<file path="src/rtl/lbc_pkg.sv">
// Package for the LED brightness and current register bank.
// Assumes a simple byte-wide register port on a single clock.
package lbc_pkg;
  // Register offsets
  localparam logic [7:0] ADDR_BRT_HI = 8'h00;
  localparam logic [7:0] ADDR_BRT_LO = 8'h01;
  localparam logic [7:0] ADDR_CUR_HI = 8'h02;
  localparam logic [7:0] ADDR_CUR_LO = 8'h03;
  localparam logic [7:0] ADDR_O2B_HI = 8'h04;
  localparam logic [7:0] ADDR_O2B_LO = 8'h05;
  localparam logic [7:0] ADDR_O2_CUR = 8'h06;
  // Reset values and field masks
  localparam logic [7:0] RST_ZERO = 8'h00;
  localparam logic [7:0] CUR_HI_MASK = 8'h0F;
  localparam logic [7:0] O2B_HI_MASK = 8'h1F;
  // Field widths
  localparam int SHARED_BRT_W = 16;
  localparam int CLUSTER_BRT_W = 13;
  localparam int SHARED_CUR_W = 12;
  localparam int OUT2_CUR_W = 8;
  localparam int RANGE_W = 3;
  localparam int MA_W = 8;
  // Range table in milliamps, code 0 to 7
  localparam logic [7:0] RANGE_MA_0 = 8'h19;
  localparam logic [7:0] RANGE_MA_1 = 8'h1E;
  localparam logic [7:0] RANGE_MA_2 = 8'h32;
  localparam logic [7:0] RANGE_MA_3 = 8'h3C;
  localparam logic [7:0] RANGE_MA_4 = 8'h50;
  localparam logic [7:0] RANGE_MA_5 = 8'h64;
  localparam logic [7:0] RANGE_MA_6 = 8'h78;
  localparam logic [7:0] RANGE_MA_7 = 8'h96;

  typedef struct packed {
    logic wr;
    logic rd;
    logic [7:0] addr;
    logic [7:0] wdata;
  } lbc_req_t;

  typedef struct packed {
    logic [7:0] word0;
    logic [7:0] word1;
  } lbc_nv_t;
endpackage

</file>
<file path="src/rtl/lbc_regs.sv">
// Brightness and current register bank for a four-output LED driver.
// Assumes a one-cycle byte write/read request on mclk_i and a start-up
// non-volatile load strobe from the configuration loader.
`timescale 1ns/1ns
`default_nettype none
module lbc_regs (
  // Clock and reset
  input wire logic mclk_i,
  input wire logic rst_b_i,
  // Register port
  input wire lbc_pkg::lbc_req_t req_i,
  output logic [7:0] rdata_o,
  // Start-up load
  input wire logic nv_load_i,
  input wire lbc_pkg::lbc_nv_t nv_i,
  // Mode and range
  input wire logic out1_display_i,
  input wire logic any_display_i,
  input wire logic [2:0] max_current_range_select_i,
  // Set-points
  output logic [15:0] display_brightness_o,
  output logic [12:0] out1_brightness_o,
  output logic [11:0] display_current_o,
  output logic [11:0] out1_current_o,
  output logic [12:0] out2_brightness_o,
  output logic [7:0] out2_current_o,
  output logic [7:0] full_scale_ma_o,
  output logic [19:0] out1_current_ua_o,
  output logic [15:0] out2_current_ma_scaled_o
);

  // Range decode, shared by every scaled output
  function automatic logic [7:0] range_ma(input logic [2:0] code);
    case (code)
      3'h0: range_ma = lbc_pkg::RANGE_MA_0;
      3'h1: range_ma = lbc_pkg::RANGE_MA_1;
      3'h2: range_ma = lbc_pkg::RANGE_MA_2;
      3'h3: range_ma = lbc_pkg::RANGE_MA_3;
      3'h4: range_ma = lbc_pkg::RANGE_MA_4;
      3'h5: range_ma = lbc_pkg::RANGE_MA_5;
      3'h6: range_ma = lbc_pkg::RANGE_MA_6;
      default: range_ma = lbc_pkg::RANGE_MA_7;
    endcase
  endfunction

  logic wr_brt_hi;
  logic wr_brt_lo;
  logic wr_cur_hi;
  logic wr_cur_lo;
  logic wr_o2b_hi;
  logic wr_o2b_lo;
  logic wr_o2_cur;
  logic [7:0] brt_hi_q;
  logic [7:0] brt_lo_q;
  logic [7:0] cur_hi_q;
  logic [7:0] cur_lo_q;
  logic [7:0] o2b_hi_q;
  logic [7:0] o2b_lo_q;
  logic [7:0] o2_cur_q;
  logic [15:0] brt_act_q;
  logic [11:0] cur_act_q;
  logic [12:0] o2b_act_q;
  logic [7:0] rdata_d;
  logic [7:0] fs_ma;
  logic [11:0] shared_cur;

  // Write strobe decode, one per mapped offset
  function automatic logic wr_hit(input lbc_pkg::lbc_req_t req, input logic [7:0] addr);
    wr_hit = req.wr && (req.addr == addr);
  endfunction

  assign wr_brt_hi = wr_hit(req_i, lbc_pkg::ADDR_BRT_HI);
  assign wr_brt_lo = wr_hit(req_i, lbc_pkg::ADDR_BRT_LO);
  assign wr_cur_hi = wr_hit(req_i, lbc_pkg::ADDR_CUR_HI);
  assign wr_cur_lo = wr_hit(req_i, lbc_pkg::ADDR_CUR_LO);
  assign wr_o2b_hi = wr_hit(req_i, lbc_pkg::ADDR_O2B_HI);
  assign wr_o2b_lo = wr_hit(req_i, lbc_pkg::ADDR_O2B_LO);
  assign wr_o2_cur = wr_hit(req_i, lbc_pkg::ADDR_O2_CUR);

  // Shared brightness byte storage
  always_ff @(posedge mclk_i or negedge rst_b_i)
  begin
    if (!rst_b_i)
    begin
      brt_hi_q <= lbc_pkg::RST_ZERO;
      brt_lo_q <= lbc_pkg::RST_ZERO;
    end
    else
    begin
      if (wr_brt_hi)
        brt_hi_q <= req_i.wdata;
      if (wr_brt_lo)
        brt_lo_q <= req_i.wdata;
    end
  end

  // Shared brightness commit
  always_ff @(posedge mclk_i or negedge rst_b_i)
  begin
    if (!rst_b_i)
      brt_act_q <= 16'h0000;
    else if (wr_brt_lo)
      brt_act_q <= {brt_hi_q, req_i.wdata};
  end

  // Shared current bytes; start-up load beats a same-cycle write
  always_ff @(posedge mclk_i or negedge rst_b_i)
  begin
    if (!rst_b_i)
    begin
      cur_hi_q <= lbc_pkg::RST_ZERO;
      cur_lo_q <= lbc_pkg::RST_ZERO;
    end
    else if (nv_load_i)
    begin
      cur_hi_q <= nv_i.word0 & lbc_pkg::CUR_HI_MASK;
      cur_lo_q <= nv_i.word1;
    end
    else
    begin
      if (wr_cur_hi)
        cur_hi_q <= req_i.wdata & lbc_pkg::CUR_HI_MASK;
      if (wr_cur_lo)
        cur_lo_q <= req_i.wdata;
    end
  end

  // Shared current commit
  always_ff @(posedge mclk_i or negedge rst_b_i)
  begin
    if (!rst_b_i)
      cur_act_q <= 12'h000;
    else if (nv_load_i)
      cur_act_q <= {nv_i.word0[3:0], nv_i.word1};
    else if (wr_cur_lo)
      cur_act_q <= {cur_hi_q[3:0], req_i.wdata};
  end

  // Output 2 brightness bytes; reserved high bits read back as zero
  always_ff @(posedge mclk_i or negedge rst_b_i)
  begin
    if (!rst_b_i)
    begin
      o2b_hi_q <= lbc_pkg::RST_ZERO;
      o2b_lo_q <= lbc_pkg::RST_ZERO;
    end
    else
    begin
      if (wr_o2b_hi)
        o2b_hi_q <= req_i.wdata & lbc_pkg::O2B_HI_MASK;
      if (wr_o2b_lo)
        o2b_lo_q <= req_i.wdata;
    end
  end

  // Output 2 brightness commit
  always_ff @(posedge mclk_i or negedge rst_b_i)
  begin
    if (!rst_b_i)
      o2b_act_q <= 13'h0;
    else if (wr_o2b_lo)
      o2b_act_q <= {o2b_hi_q[4:0], req_i.wdata};
  end

  // Output 2 current code, no staging needed for a single byte
  always_ff @(posedge mclk_i or negedge rst_b_i)
  begin
    if (!rst_b_i)
      o2_cur_q <= lbc_pkg::RST_ZERO;
    else if (wr_o2_cur)
      o2_cur_q <= req_i.wdata;
  end

  // Read mux; unmapped offsets read zero
  always_comb
  begin
    case (req_i.addr)
      lbc_pkg::ADDR_BRT_HI: rdata_d = brt_hi_q;
      lbc_pkg::ADDR_BRT_LO: rdata_d = brt_lo_q;
      lbc_pkg::ADDR_CUR_HI: rdata_d = cur_hi_q;
      lbc_pkg::ADDR_CUR_LO: rdata_d = cur_lo_q;
      lbc_pkg::ADDR_O2B_HI: rdata_d = o2b_hi_q;
      lbc_pkg::ADDR_O2B_LO: rdata_d = o2b_lo_q;
      lbc_pkg::ADDR_O2_CUR: rdata_d = o2_cur_q;
      default: rdata_d = lbc_pkg::RST_ZERO;
    endcase
  end

  always_ff @(posedge mclk_i or negedge rst_b_i)
  begin
    if (!rst_b_i)
      rdata_o <= 8'h00;
    else if (req_i.rd)
      rdata_o <= rdata_d;
  end

  assign fs_ma = range_ma(max_current_range_select_i);
  assign shared_cur = cur_act_q;

  // Full scale registered, one cycle behind the range input
  always_ff @(posedge mclk_i or negedge rst_b_i)
  begin
    if (!rst_b_i)
      full_scale_ma_o <= lbc_pkg::RST_ZERO;
    else
      full_scale_ma_o <= fs_ma;
  end

  // Brightness set-points; the idle side of the mode is held at zero
  always_ff @(posedge mclk_i or negedge rst_b_i)
  begin
    if (!rst_b_i)
    begin
      display_brightness_o <= 16'h0000;
      out1_brightness_o <= 13'h0;
    end
    else
    begin
      display_brightness_o <= out1_display_i ? brt_act_q : 16'h0000;
      out1_brightness_o <= out1_display_i ? 13'h0 : brt_act_q[15:3];
    end
  end

  // Shared current set-points
  always_ff @(posedge mclk_i or negedge rst_b_i)
  begin
    if (!rst_b_i)
    begin
      display_current_o <= 12'h000;
      out1_current_o <= 12'h000;
    end
    else
    begin
      display_current_o <= any_display_i ? shared_cur : 12'h000;
      out1_current_o <= any_display_i ? 12'h000 : shared_cur;
    end
  end

  // Output 2 set-points
  always_ff @(posedge mclk_i or negedge rst_b_i)
  begin
    if (!rst_b_i)
    begin
      out2_brightness_o <= 13'h0;
      out2_current_o <= 8'h00;
    end
    else
    begin
      out2_brightness_o <= o2b_act_q;
      out2_current_o <= o2_cur_q;
    end
  end

  // full-scale scaling, output 1
  // Raw product only; the divide by the code range is left to the analog stage
  always_ff @(posedge mclk_i or negedge rst_b_i)
  begin
    if (!rst_b_i)
      out1_current_ua_o <= 20'h00000;
    else
      out1_current_ua_o <= 20'(shared_cur) * 20'(fs_ma);
  end

  always_ff @(posedge mclk_i or negedge rst_b_i)
  begin
    if (!rst_b_i)
      out2_current_ma_scaled_o <= 16'h0000;
    else
      out2_current_ma_scaled_o <= 16'(o2_cur_q) * 16'(fs_ma);
  end

endmodule // lbc_regs
`default_nettype wire

</file>
<file path="config.mk">
export PLATFORM = sky130hd
export DESIGN_NAME = lbc_regs
export DESIGN_NICKNAME = d
export VERILOG_FILES = /design/src/rtl/lbc_pkg.sv /design/src/rtl/lbc_regs.sv
export SDC_FILE = /design/constraint.sdc
export NUM_CORES = 1
export LEC_CHECK = 0
export BUFFER_PORTS_ARGS = -buffer_cell sky130_fd_sc_hd__clkbuf_2
export CAP_MARGIN = 5
export CORE_ASPECT_RATIO = 1.5
export CORE_MARGIN = 2
export CORE_UTILIZATION = 39
export DETAILED_ROUTE_END_ITERATION = 10
export PLACE_DENSITY = 0.58
export SLEW_MARGIN = 25
export SYNTH_ARGS = -nofsm -noshare
export SYNTH_HDL_FRONTEND = slang
export SYNTH_SLANG_ARGS = --single-unit
export TNS_END_PERCENT = 10
</file>
<file path="constraint.sdc">
create_clock -name mclk_i -period 5 [get_ports mclk_i]
set_clock_uncertainty 0.2 [all_clocks]
set_input_delay 1 -clock mclk_i [delete_from_list [all_inputs] [get_ports mclk_i]]
set_output_delay 1 -clock mclk_i [all_outputs]
set_load 0.01 [all_outputs]
</file>
# After elaboration in Yosys (flattened, before gate mapping)
# Cells that the tools add are included.
[op_classes]
n_mul = 2
eq_ne = 12
n_mux = 12
n_reduce_logical = 11
[op_table]
columns = ["cell", "n"]
rows = [
  ["8-bit one-hot mux with 7 select lines", 2],
  ["12-bit two-way mux", 4],
  ["8-bit two-way mux", 4],
  ["8-bit by 3-bit == test with 1-bit output (second input constant)", 3],
  ["12-bit by 8-bit multiplier with 20-bit output", 1],
  ["8-bit by 2-bit == test with 1-bit output (second input constant)", 2],
  ["8-bit by 8-bit multiplier with 16-bit output", 1],
  ["16-bit two-way mux", 1],
  ["13-bit two-way mux", 1],
  ["3-bit == test (second input constant)", 3],
  ["8-bit by 1-bit == test with 1-bit output (second input constant)", 1],
  ["8-bit logical NOT", 1],
  ["1-bit logical AND", 7],
  ["3-bit by 2-bit == test with 1-bit output (second input constant)", 2],
  ["2-bit nonzero test", 2],
  ["3-bit by 1-bit == test with 1-bit output (second input constant)", 1],
  ["3-bit logical NOT", 1],
]
[totals]
regBits = 220
input_bits = 42
word_cells = 57

# Longest topological paths before layout
# Gate-level depths: netlist (run 1).
[depth]
word_depth = 4
mapped_depth = 21

# Least setup slack after synthesis (run 1)
# No wires, ideal clock.
[synth_path]
path_kind = "input port to flip-flop"
from = "in max_current_range_select_i[0]"
to = "reg out1_current_ua_o[18]"
arrival_time_ns = 5.215
path_slack_ns = -0.542
path_stages = 19
cell_sequence = "nand2_1 -> or2_2 -> nand2_1 -> clkbuf_1 -> nand2_1 -> fa_1 -> fa_1 -> inv_1 -> fa_1 -> inv_1 -> fa_1 -> inv_1 -> ha_1 -> a21oi_1 -> o21ai_0 -> o2111a_1 -> nor4b_1 -> o21bai_1 -> xor2_1"
[synth_via]
elab_chain_len = 3
[synth_lines]
columns = ["item", "line", "text"]
rows = [
  ["start, declared", "lbc_regs.sv:19", "input wire logic [2:0] max_current_range_select_i,"],
  ["3-bit == test, or another cell as far along", "lbc_regs.sv:34", "case (code)"],
  ["8-bit one-hot mux with 7 select lines *", "lbc_regs.sv:34", ""],
  ["via fs_ma[5]", "lbc_regs.sv:64", "logic [7:0] fs_ma;"],
  ["12-bit by 8-bit multiplier with 20-bit output *", "lbc_regs.sv:261", "out1_current_ua_o <= 20'(shared_cur) * 20'(fs_ma);"],
  ["end signal, assigned", "lbc_regs.sv:261", ""],
  ["end, declared", "lbc_regs.sv:28", "output logic [19:0] out1_current_ua_o,"],
]
# Mark *: on every way through the listed nets, which the timed path passes. The rest lies on a longest branch.
# A chain may end at the register's enable or synchronous reset.

# Worst setup path in the final report (run 1)
[layout_path]
from = "in max_current_range_select_i[0]"
to = "reg out2_current_ma_scaled_o[12]"
[layout_via]
elab_chain_len = 3
[layout_lines]
columns = ["item", "line", "text"]
rows = [
  ["3-bit == test, or another cell as far along", "lbc_regs.sv:34", ""],
  ["8-bit one-hot mux with 7 select lines *", "lbc_regs.sv:34", ""],
  ["8-bit by 8-bit multiplier with 16-bit output *", "lbc_regs.sv:269", "out2_current_ma_scaled_o <= 16'(o2_cur_q) * 16'(fs_ma);"],
  ["end signal, assigned", "lbc_regs.sv:269", ""],
  ["end, declared", "lbc_regs.sv:29", "output logic [15:0] out2_current_ma_scaled_o"],
]
# Mark *: on every way between the ends. The rest lies on a longest branch, timed or not.

==> impl_metrics.prom, run 1 <==
# TYPE chip_impl_metric gauge
chip_impl_info{name="critical_path.slowest_cell",value="fa_1"} 1
chip_impl_metric{name="ant_diodes",unit=""} 0
chip_impl_metric{name="cts_buffer_depth",unit=""} 2
chip_impl_metric{name="cts_hold_buffers",unit=""} 0
chip_impl_metric{name="coreArea",unit="mm^2"} 0.0304
chip_impl_info{name="setup.worst_path.end_class",value="flip-flop"} 1
chip_impl_metric{name="layout_min_cycle_time",unit="ns"} 5.08
chip_impl_metric{name="finish.instance_area",unit="mm^2"} 0.0148
chip_impl_metric{name="first_global_vias",unit=""} 8998
chip_impl_metric{name="gr-usage-all-layers",unit="%"} 18.7
chip_impl_metric{name="post-route-period-util",unit="%"} 102
chip_impl_metric{name="hold_fails_final_rpt",unit=""} 0
chip_impl_metric{name="grt_antenna_before_repair",unit=""} 0
chip_impl_metric{name="pin_count",unit=""} 168
chip_impl_metric{name="worst_slew_slack_as_a_fraction_of_its_limit",unit="%"} 50.2
chip_impl_metric{name="clkLatencyLatePin",unit="ns"} 0.46
chip_impl_metric{name="finalWirelength",unit="um"} 28900
chip_impl_metric{name="tightestPinTransition",unit="ns"} 0.744
chip_impl_info{name="top_family_by_delay_on_critical_path",value="adder cells"} 1
chip_impl_info{name="holdCritPathClass",value="reg2reg"} 1
chip_impl_metric{name="finish.utilization",unit="%"} 48.9
chip_impl_metric{name="antenna_left",unit=""} 0
chip_impl_metric{name="slew_violations",unit=""} 0
chip_impl_metric{name="cts.htree.levels",unit=""} 4
chip_impl_metric{name="dr.first_iter.drc_count",unit=""} 396
chip_impl_metric{name="max-cap-violations",unit=""} 0
chip_impl_metric{name="cts_bufs_inserted",unit=""} 17
chip_impl_metric{name="rows",unit=""} 78
chip_impl_metric{name="synth_enable_flop_cells",unit=""} 0
chip_impl_metric{name="cp_data_required_time",unit="ns"} 5.18
chip_impl_metric{name="syn-mean-instance-area",unit="um^2"} 11.0
chip_impl_metric{name="clock_sinks",unit=""} 192
chip_impl_metric{name="clk_pin_slew",unit="ns"} 0.07
chip_impl_metric{name="yosysUniqueCellTypes",unit=""} 58
chip_impl_metric{name="viasPerCell",unit=""} 4.82
chip_impl_info{name="crit_top_cell",value="fa_1"} 1
chip_impl_metric{name="ys.warnings.count",unit=""} 0
chip_impl_metric{name="area_taken_by_flip_flops_and_latches",unit="mm^2"} 0.00480
chip_impl_metric{name="critical_path.max_fanout",unit=""} 14
chip_impl_metric{name="maximum_number_of_pins_on_one_net_before_global_route_repair",unit=""} 79
chip_impl_info{name="cts_tree",value="done"} 1
chip_impl_metric{name="dr.pass1.iters",unit=""} 4
chip_impl_metric{name="filler_cell_count",unit=""} 2804
chip_impl_metric{name="area_growth_syn_to_layout",unit="%"} 23.4
chip_impl_info{name="criticalPathCategory",value="in2reg"} 1
chip_impl_metric{name="rrSetupSlack",unit="ns"} 0.44
chip_impl_metric{name="die_width",unit="um"} 147
chip_impl_info{name="failing_checks",value="setup timing"} 1
chip_impl_metric{name="initial_core_utilization",unit="%"} 39.6
chip_impl_metric{name="critical_path.max_stage_delay",unit="ns"} 0.56
chip_impl_metric{name="design.final.nets",unit=""} 1532
chip_impl_metric{name="floorplan.die.height",unit="um"} 219
chip_impl_info{name="worstSetupStartpointType",value="input port"} 1
chip_impl_metric{name="detail_route.wl_per_cell",unit="um"} 16.7
chip_impl_metric{name="grt_pass1_wl",unit="um"} 47100
chip_impl_metric{name="finalSetupViolCount",unit=""} 8
chip_impl_metric{name="worstPathBufferInverterCount",unit=""} 5
chip_impl_metric{name="globalRoute.totalOverflow",unit=""} 0
chip_impl_metric{name="yosysSeqAreaShare",unit="%"} 39.9
chip_impl_info{name="postSynth.topFlopCell",value="dfrtp_1"} 1
chip_impl_metric{name="p_leak",unit="uW"} 0.00780
chip_impl_metric{name="dp_hpwl",unit="um"} 22000
chip_impl_metric{name="final_worst_setup_slack",unit="ns"} -0.0778
chip_impl_metric{name="power_density",unit="mW/mm^2"} 364
chip_impl_info{name="sequence_of_cells_on_the_critical_path",value="clkbuf_8, nand2_2, or2_4, buf_12, buf_4, and2_1, fa_1, inv_1, fa_1, fa_1, inv_1, fa_2, ha_2, or2_2, a31o_2, a21oi_2, xnor2_1"} 1
chip_impl_metric{name="syn-num-nets",unit=""} 1306
chip_impl_metric{name="drc",unit=""} 0
chip_impl_metric{name="post_dp_cell_area",unit="mm^2"} 0.0140
chip_impl_metric{name="synth_area",unit="mm^2"} 0.0120
chip_impl_metric{name="die_area",unit="mm^2"} 0.0323
chip_impl_metric{name="multiInputGateArea",unit="mm^2"} 0.00669
chip_impl_metric{name="vias",unit=""} 8344
chip_impl_metric{name="vdd_drop_max",unit="V"} 0.000254
chip_impl_metric{name="number_of_instances_in_the_synthesized_netlist",unit=""} 1092
chip_impl_metric{name="synth-async-reset-ratio",unit="%"} 100
chip_impl_metric{name="dp_worst_setup_slack",unit="ns"} -0.709
chip_impl_info{name="rsz0062_at_grt",value="yes"} 1
chip_impl_metric{name="routabilityCongestion",unit=""} 0.842
chip_impl_info{name="cts.root.buffer_cell",value="clkbuf_16"} 1
chip_impl_metric{name="final_layout_size_suffix_gt1_share",unit="%"} 29.7
chip_impl_info{name="outcome",value="complete, but fails checks"} 1
chip_impl_metric{name="max_freq",unit="GHz"} 0.197
chip_impl_metric{name="io_buffer_count",unit=""} 163
chip_impl_metric{name="critical_path_arrival",unit="ns"} 5.25
chip_impl_metric{name="ys_ff_latch",unit=""} 192
-- kinds of logic (layout without fill, tap and decap cells) --
kind of cell | Yosys count | after routing | share of synthesized area [%]
flip-flops | 192 | 192 | 39.9
AO/OA/AOI/OAI | 119 | 119 | 6.25
XOR/XNOR | 22 | 22 | 1.60
buffers and inverters | 199 | 437 | 6.50
multiplexers | 77 | 77 | 7.16
AND/OR/NAND/NOR | 311 | 311 | 14.7
adder cells (fa/ha/maj) | 172 | 172 | 23.9
-- cells in the mapped netlist, types with 5 or more instances --
cell type  number  area share (%)
nand3_1         7            0.29
a22o_1          5            0.36
o21ai_0        24             1.0
nor2_1         33             1.0
a211oi_1        6            0.37
o21ai_1         6            0.25
mux2i_1        23             1.9
o21a_1          5            0.31
nand2_1        55             1.7
a21oi_1        37             1.5
xnor2_1        15             1.1
clkbuf_1       45             1.4
nor2b_1        32             1.7
and3_1          5            0.26
a21o_1          7            0.44
xor2_1          7            0.51
ha_1           76             7.9
and2_1        159             8.3
mux2_2         50             4.7
fa_1           96              16
inv_1         140             4.4
a22oi_1         6            0.37
nor3_1          5            0.21
buf_2           6            0.25
dfrtp_1       192              40
-- power breakdown --
group | switching (uW) | total [uW] | internal [uW]
logic | 1100 | 2190 | 1090
clock network | 647 | 1420 | 778
registers | 79.5 | 1780 | 1700
total | 1830 | 5400 | 3570
-- layout by cell type (no fill, tap or decap), types with 31 or more instances in the layout --
master / instances
fa_1: 94
nand2_1: 53
inv_1: 138
and2_1: 156
mux2_2: 50
buf_4: 94
ha_1: 69
nor2_1: 33
dfrtp_1: 192
nor2b_1: 31
clkbuf_2: 159
-- routing by layer --
| metal | global-route usage (%) | vias to the layer above | share of wire [%] |
|---|---|---|---|
| met4 | 6.99 | 0 | 2.6 |
| met3 | 3.64 | 39 | 3.5 |
| met1 | 22.0 | 4217 | 40 |
| met2 | 33.9 | 155 | 54 |
| met5 | 0 | - | 0 |
| li1 | - | 3933 | - |
-- state kept, by name, indices dropped and copies added (netlist names), 6 cells and up --
signal	count
brt_act_q	9
brt_hi_q	8
brt_lo_q	7
cur_lo_q	7
display_brightness_o	16
display_current_o	12
full_scale_ma_o	8
o2_cur_q	8
o2b_act_q	6
o2b_lo_q	7
out1_brightness_o	13
out1_current_o	12
out1_current_ua_o	20
out2_brightness_o	13
out2_current_ma_scaled_o	16
out2_current_o	8
rdata_o	8
-- final cells by class --
class,instances,share of cell area [%]
Inverter,140,3.54
Timing Repair Buffer,266,11.6
Tap cell,400,3.37
Clock buffer,20,3.08
Sequential cell,192,32.4
Multi-Input combinational cell,701,45.1
Clock inverter,11,0.986
-- worst paths after layout --
path,from,to,depth (start not counted)
worst min register to register,o2b_act_q[10],out2_brightness_o[10],0
min in group asynchronous,rst_b_i,rdata_o[4],1
max in group asynchronous,rst_b_i,cur_lo_q[0],2
worst min-delay path,o2b_act_q[10],out2_brightness_o[10],0
worst max-delay path,max_current_range_select_i[0],out2_current_ma_scaled_o[12],17
worst max register to register,cur_lo_q[5],out1_current_ua_o[19],15
-- timing repair --
item / in CTS / in global routing
setup endpoints to repair: 11 / 13
pin swaps: 12 / 10
gates cloned: 1 / 0
resized for setup: 27 / 16
buffers inserted: 2 / 0
-- stage by stage --
step | TNS [ns] | power [uW] | cells | hold WS [ns]
after detailed placement | -10.41 | 3940 | 1696 | 0.163
after global routing | -2.23 | 5800 | 1730 | 0.202
after global placement | -10.42 | 3920 | 1696 | 0.160
final | -0.305 | 5400 | 1730 | 0.177
after floorplan | -1.55 | 3140 | 1092 | 0.150
after CTS | -0.373 | 5420 | 1730 | 0.183
Note: power is estimated with default switching activity, not from simulation.
==> inputs of run 2 (changes only) <==
--- a/config.mk
+++ b/config.mk
@@ -12,6 +12,7 @@
 export CORE_UTILIZATION = 39
 export DETAILED_ROUTE_END_ITERATION = 10
 export PLACE_DENSITY = 0.58
+export SKIP_LAST_GASP = 1
 export SLEW_MARGIN = 25
 export SYNTH_ARGS = -nofsm -noshare
 export SYNTH_HDL_FRONTEND = slang
==> impl_metrics.prom, run 2 (synthesis results as in run 1) <==
# TYPE chip_impl_metric gauge
chip_impl_metric{name="p_leak",unit="uW"} 0.00779
chip_impl_metric{name="finalSetupTns",unit="ns"} -0.484
chip_impl_metric{name="globalRoute.totalOverflow",unit=""} 0
chip_impl_metric{name="vdd_drop_max",unit="V"} 0.000254
chip_impl_metric{name="io_buffer_count",unit=""} 163
chip_impl_metric{name="final_worst_setup_slack",unit="ns"} -0.107
chip_impl_info{name="rsz0062_at_grt",value="yes"} 1
chip_impl_metric{name="finish.utilization",unit="%"} 48.6
chip_impl_metric{name="viasPerCell",unit=""} 4.80
chip_impl_metric{name="hold_fails_final_rpt",unit=""} 0
chip_impl_info{name="criticalPathCategory",value="in2reg"} 1
chip_impl_metric{name="first_global_vias",unit=""} 8952
chip_impl_info{name="failing_checks",value="setup timing"} 1
chip_impl_info{name="holdCritPathClass",value="reg2reg"} 1
chip_impl_metric{name="rows",unit=""} 78
chip_impl_metric{name="tightestPinTransition",unit="ns"} 0.738
chip_impl_info{name="outcome",value="complete, but fails checks"} 1
chip_impl_metric{name="area_growth_syn_to_layout",unit="%"} 22.7
chip_impl_info{name="top_register",value="out1_current_ua_o"} 1
chip_impl_metric{name="detail_route.wl_per_cell",unit="um"} 16.6
chip_impl_info{name="worstSetupStartpointType",value="input port"} 1
chip_impl_metric{name="routabilityCongestion",unit=""} 0.842
chip_impl_metric{name="slew_violations",unit=""} 0
chip_impl_metric{name="dp_worst_setup_slack",unit="ns"} -0.709
chip_impl_metric{name="filler_cell_count",unit=""} 2819
chip_impl_metric{name="pin_count",unit=""} 168
chip_impl_metric{name="max-cap-violations",unit=""} 0
chip_impl_info{name="cts_tree",value="done"} 1
chip_impl_metric{name="maximum_number_of_pins_on_one_net_before_global_route_repair",unit=""} 79
chip_impl_metric{name="clk_pin_slew",unit="ns"} 0.07
chip_impl_metric{name="layout_min_cycle_time",unit="ns"} 5.11
chip_impl_metric{name="clock_sinks",unit=""} 192
chip_impl_metric{name="grt_pass1_wl",unit="um"} 46800
chip_impl_metric{name="dr.pass1.iters",unit=""} 6
chip_impl_metric{name="finalWirelength",unit="um"} 28700
chip_impl_metric{name="final_layout_size_suffix_gt1_share",unit="%"} 28.6
chip_impl_metric{name="dr.first_iter.drc_count",unit=""} 380
chip_impl_info{name="layout.cells.most_common",value="dfrtp_1"} 1
chip_impl_metric{name="coreArea",unit="mm^2"} 0.0304
chip_impl_metric{name="cts_buffer_depth",unit=""} 2
chip_impl_metric{name="clkLatencyLatePin",unit="ns"} 0.46
chip_impl_metric{name="worst_slew_slack_as_a_fraction_of_its_limit",unit="%"} 50.6
chip_impl_metric{name="cts_bufs_inserted",unit=""} 17
chip_impl_metric{name="floorplan.die.height",unit="um"} 219
chip_impl_metric{name="critical_path_arrival",unit="ns"} 5.28
chip_impl_metric{name="place.detailed.instances",unit=""} 1696
chip_impl_metric{name="critical_path.max_fanout",unit=""} 14
chip_impl_metric{name="design.final.nets",unit=""} 1532
chip_impl_metric{name="finalSetupViolCount",unit=""} 7
chip_impl_metric{name="power_density",unit="mW/mm^2"} 362
chip_impl_metric{name="largest_register_ffs",unit=""} 20
chip_impl_metric{name="dp_hpwl",unit="um"} 22000
chip_impl_info{name="cts.root.buffer_cell",value="clkbuf_16"} 1
chip_impl_metric{name="design_power_total",unit="uW"} 5350
chip_impl_metric{name="finish.cell_count_without_fillers",unit=""} 1730
chip_impl_metric{name="gr-usage-all-layers",unit="%"} 18.6
chip_impl_metric{name="vias",unit=""} 8310
chip_impl_info{name="final_cell_mix",value="dfrtp_1, clkbuf_2, and2_1"} 1
chip_impl_metric{name="cts.htree.levels",unit=""} 4
chip_impl_metric{name="post-route-period-util",unit="%"} 102
chip_impl_metric{name="antenna_left",unit=""} 0
chip_impl_metric{name="drc",unit=""} 0
chip_impl_metric{name="ant_diodes",unit=""} 0
chip_impl_metric{name="initial_core_utilization",unit="%"} 39.6
chip_impl_info{name="setup.worst_path.end_class",value="flip-flop"} 1
chip_impl_info{name="top_regs",value="out1_current_ua_o: 20 flops, display_brightness_o: 16 flops, out2_current_ma_scaled_o: 16 flops"} 1
chip_impl_metric{name="grt_antenna_before_repair",unit=""} 0
chip_impl_metric{name="cp_data_required_time",unit="ns"} 5.18
chip_impl_metric{name="max_freq",unit="GHz"} 0.196
chip_impl_metric{name="die_width",unit="um"} 147
chip_impl_metric{name="die_area",unit="mm^2"} 0.0323
==> run 2: final timing paths <==
kind | startpoint | end | slack [ns] | cells past startpoint
setup / recovery | max_current_range_select_i[0] | out2_current_ma_scaled_o[12] | -0.11 | 18
hold / removal | o2b_act_q[10] | out2_brightness_o[10] | 0.18 | 0
setup reg to reg | cur_lo_q[5] | out1_current_ua_o[19] | 0.42 | 15
hold reg to reg | o2b_act_q[10] | out2_brightness_o[10] | 0.18 | 0
max in group asynchronous | rst_b_i | cur_lo_q[0] | 3.28 | 2
min in group asynchronous | rst_b_i | rdata_o[4] | 0.37 | 1
==> run 2: area by class of cell <==
type / instances / area (um^2) / area share [%]
clock buffers: 20 / 457 / 3.09
clock inverters: 11 / 146 / 0.992
inverters: 140 / 526 / 3.56
repair buffers: 266 / 1710 / 11.6
well taps: 400 / 500 / 3.39
flip-flops and latches: 192 / 4800 / 32.5
multi-input cells: 701 / 6620 / 44.9
==> run 2: report_power, final <==
part           internal [uW]  leakage [uW]  switching [uW]  total, uW
Sequential              1700       0.00254            79.1       1780
Clock                    778      0.000291             645       1420
Combinational           1060       0.00496            1080       2140
==> run 2: timing repair <==
item,CTS,global route
resized for setup,16,8
setup buffers,2,0
hold buffers,0,0
pin swaps,5,7
gates cloned,1,0
endpoints found under the setup margin,11,16
==> run 2: routing by layer <==
layer  track usage [%]  share of wire [%]  up-vias
met1              21.9                 40     4178
met3              3.64                3.6       39
met4              6.99                2.7        0
li1                  -                  -     3928
met2              33.5                 54      165
met5                 0                  0        -
==> run 2: critical path, stage by stage <==
cell	delay [ns]
clkbuf_8	0.13
nand2_1	0.07
or2_4	0.26
buf_12	0.15
buf_4	0.15
and2_1	0.17
fa_1	0.54
inv_1	0.05
fa_1	0.49
fa_1	0.56
inv_1	0.06
fa_1	0.47
ha_1	0.22
buf_4	0.15
or2_2	0.30
a31o_2	0.26
a21oi_2	0.14
xnor2_1	0.12
==> run 2: per-stage QoR <==
stage                     cell area [um^2]  hold slack, ns
after global routing                 14800           0.202
final                                14800           0.177
after floorplan                      12200           0.150
after global placement               14000           0.160
after CTS                            14700           0.183
after detailed placement             14000           0.163
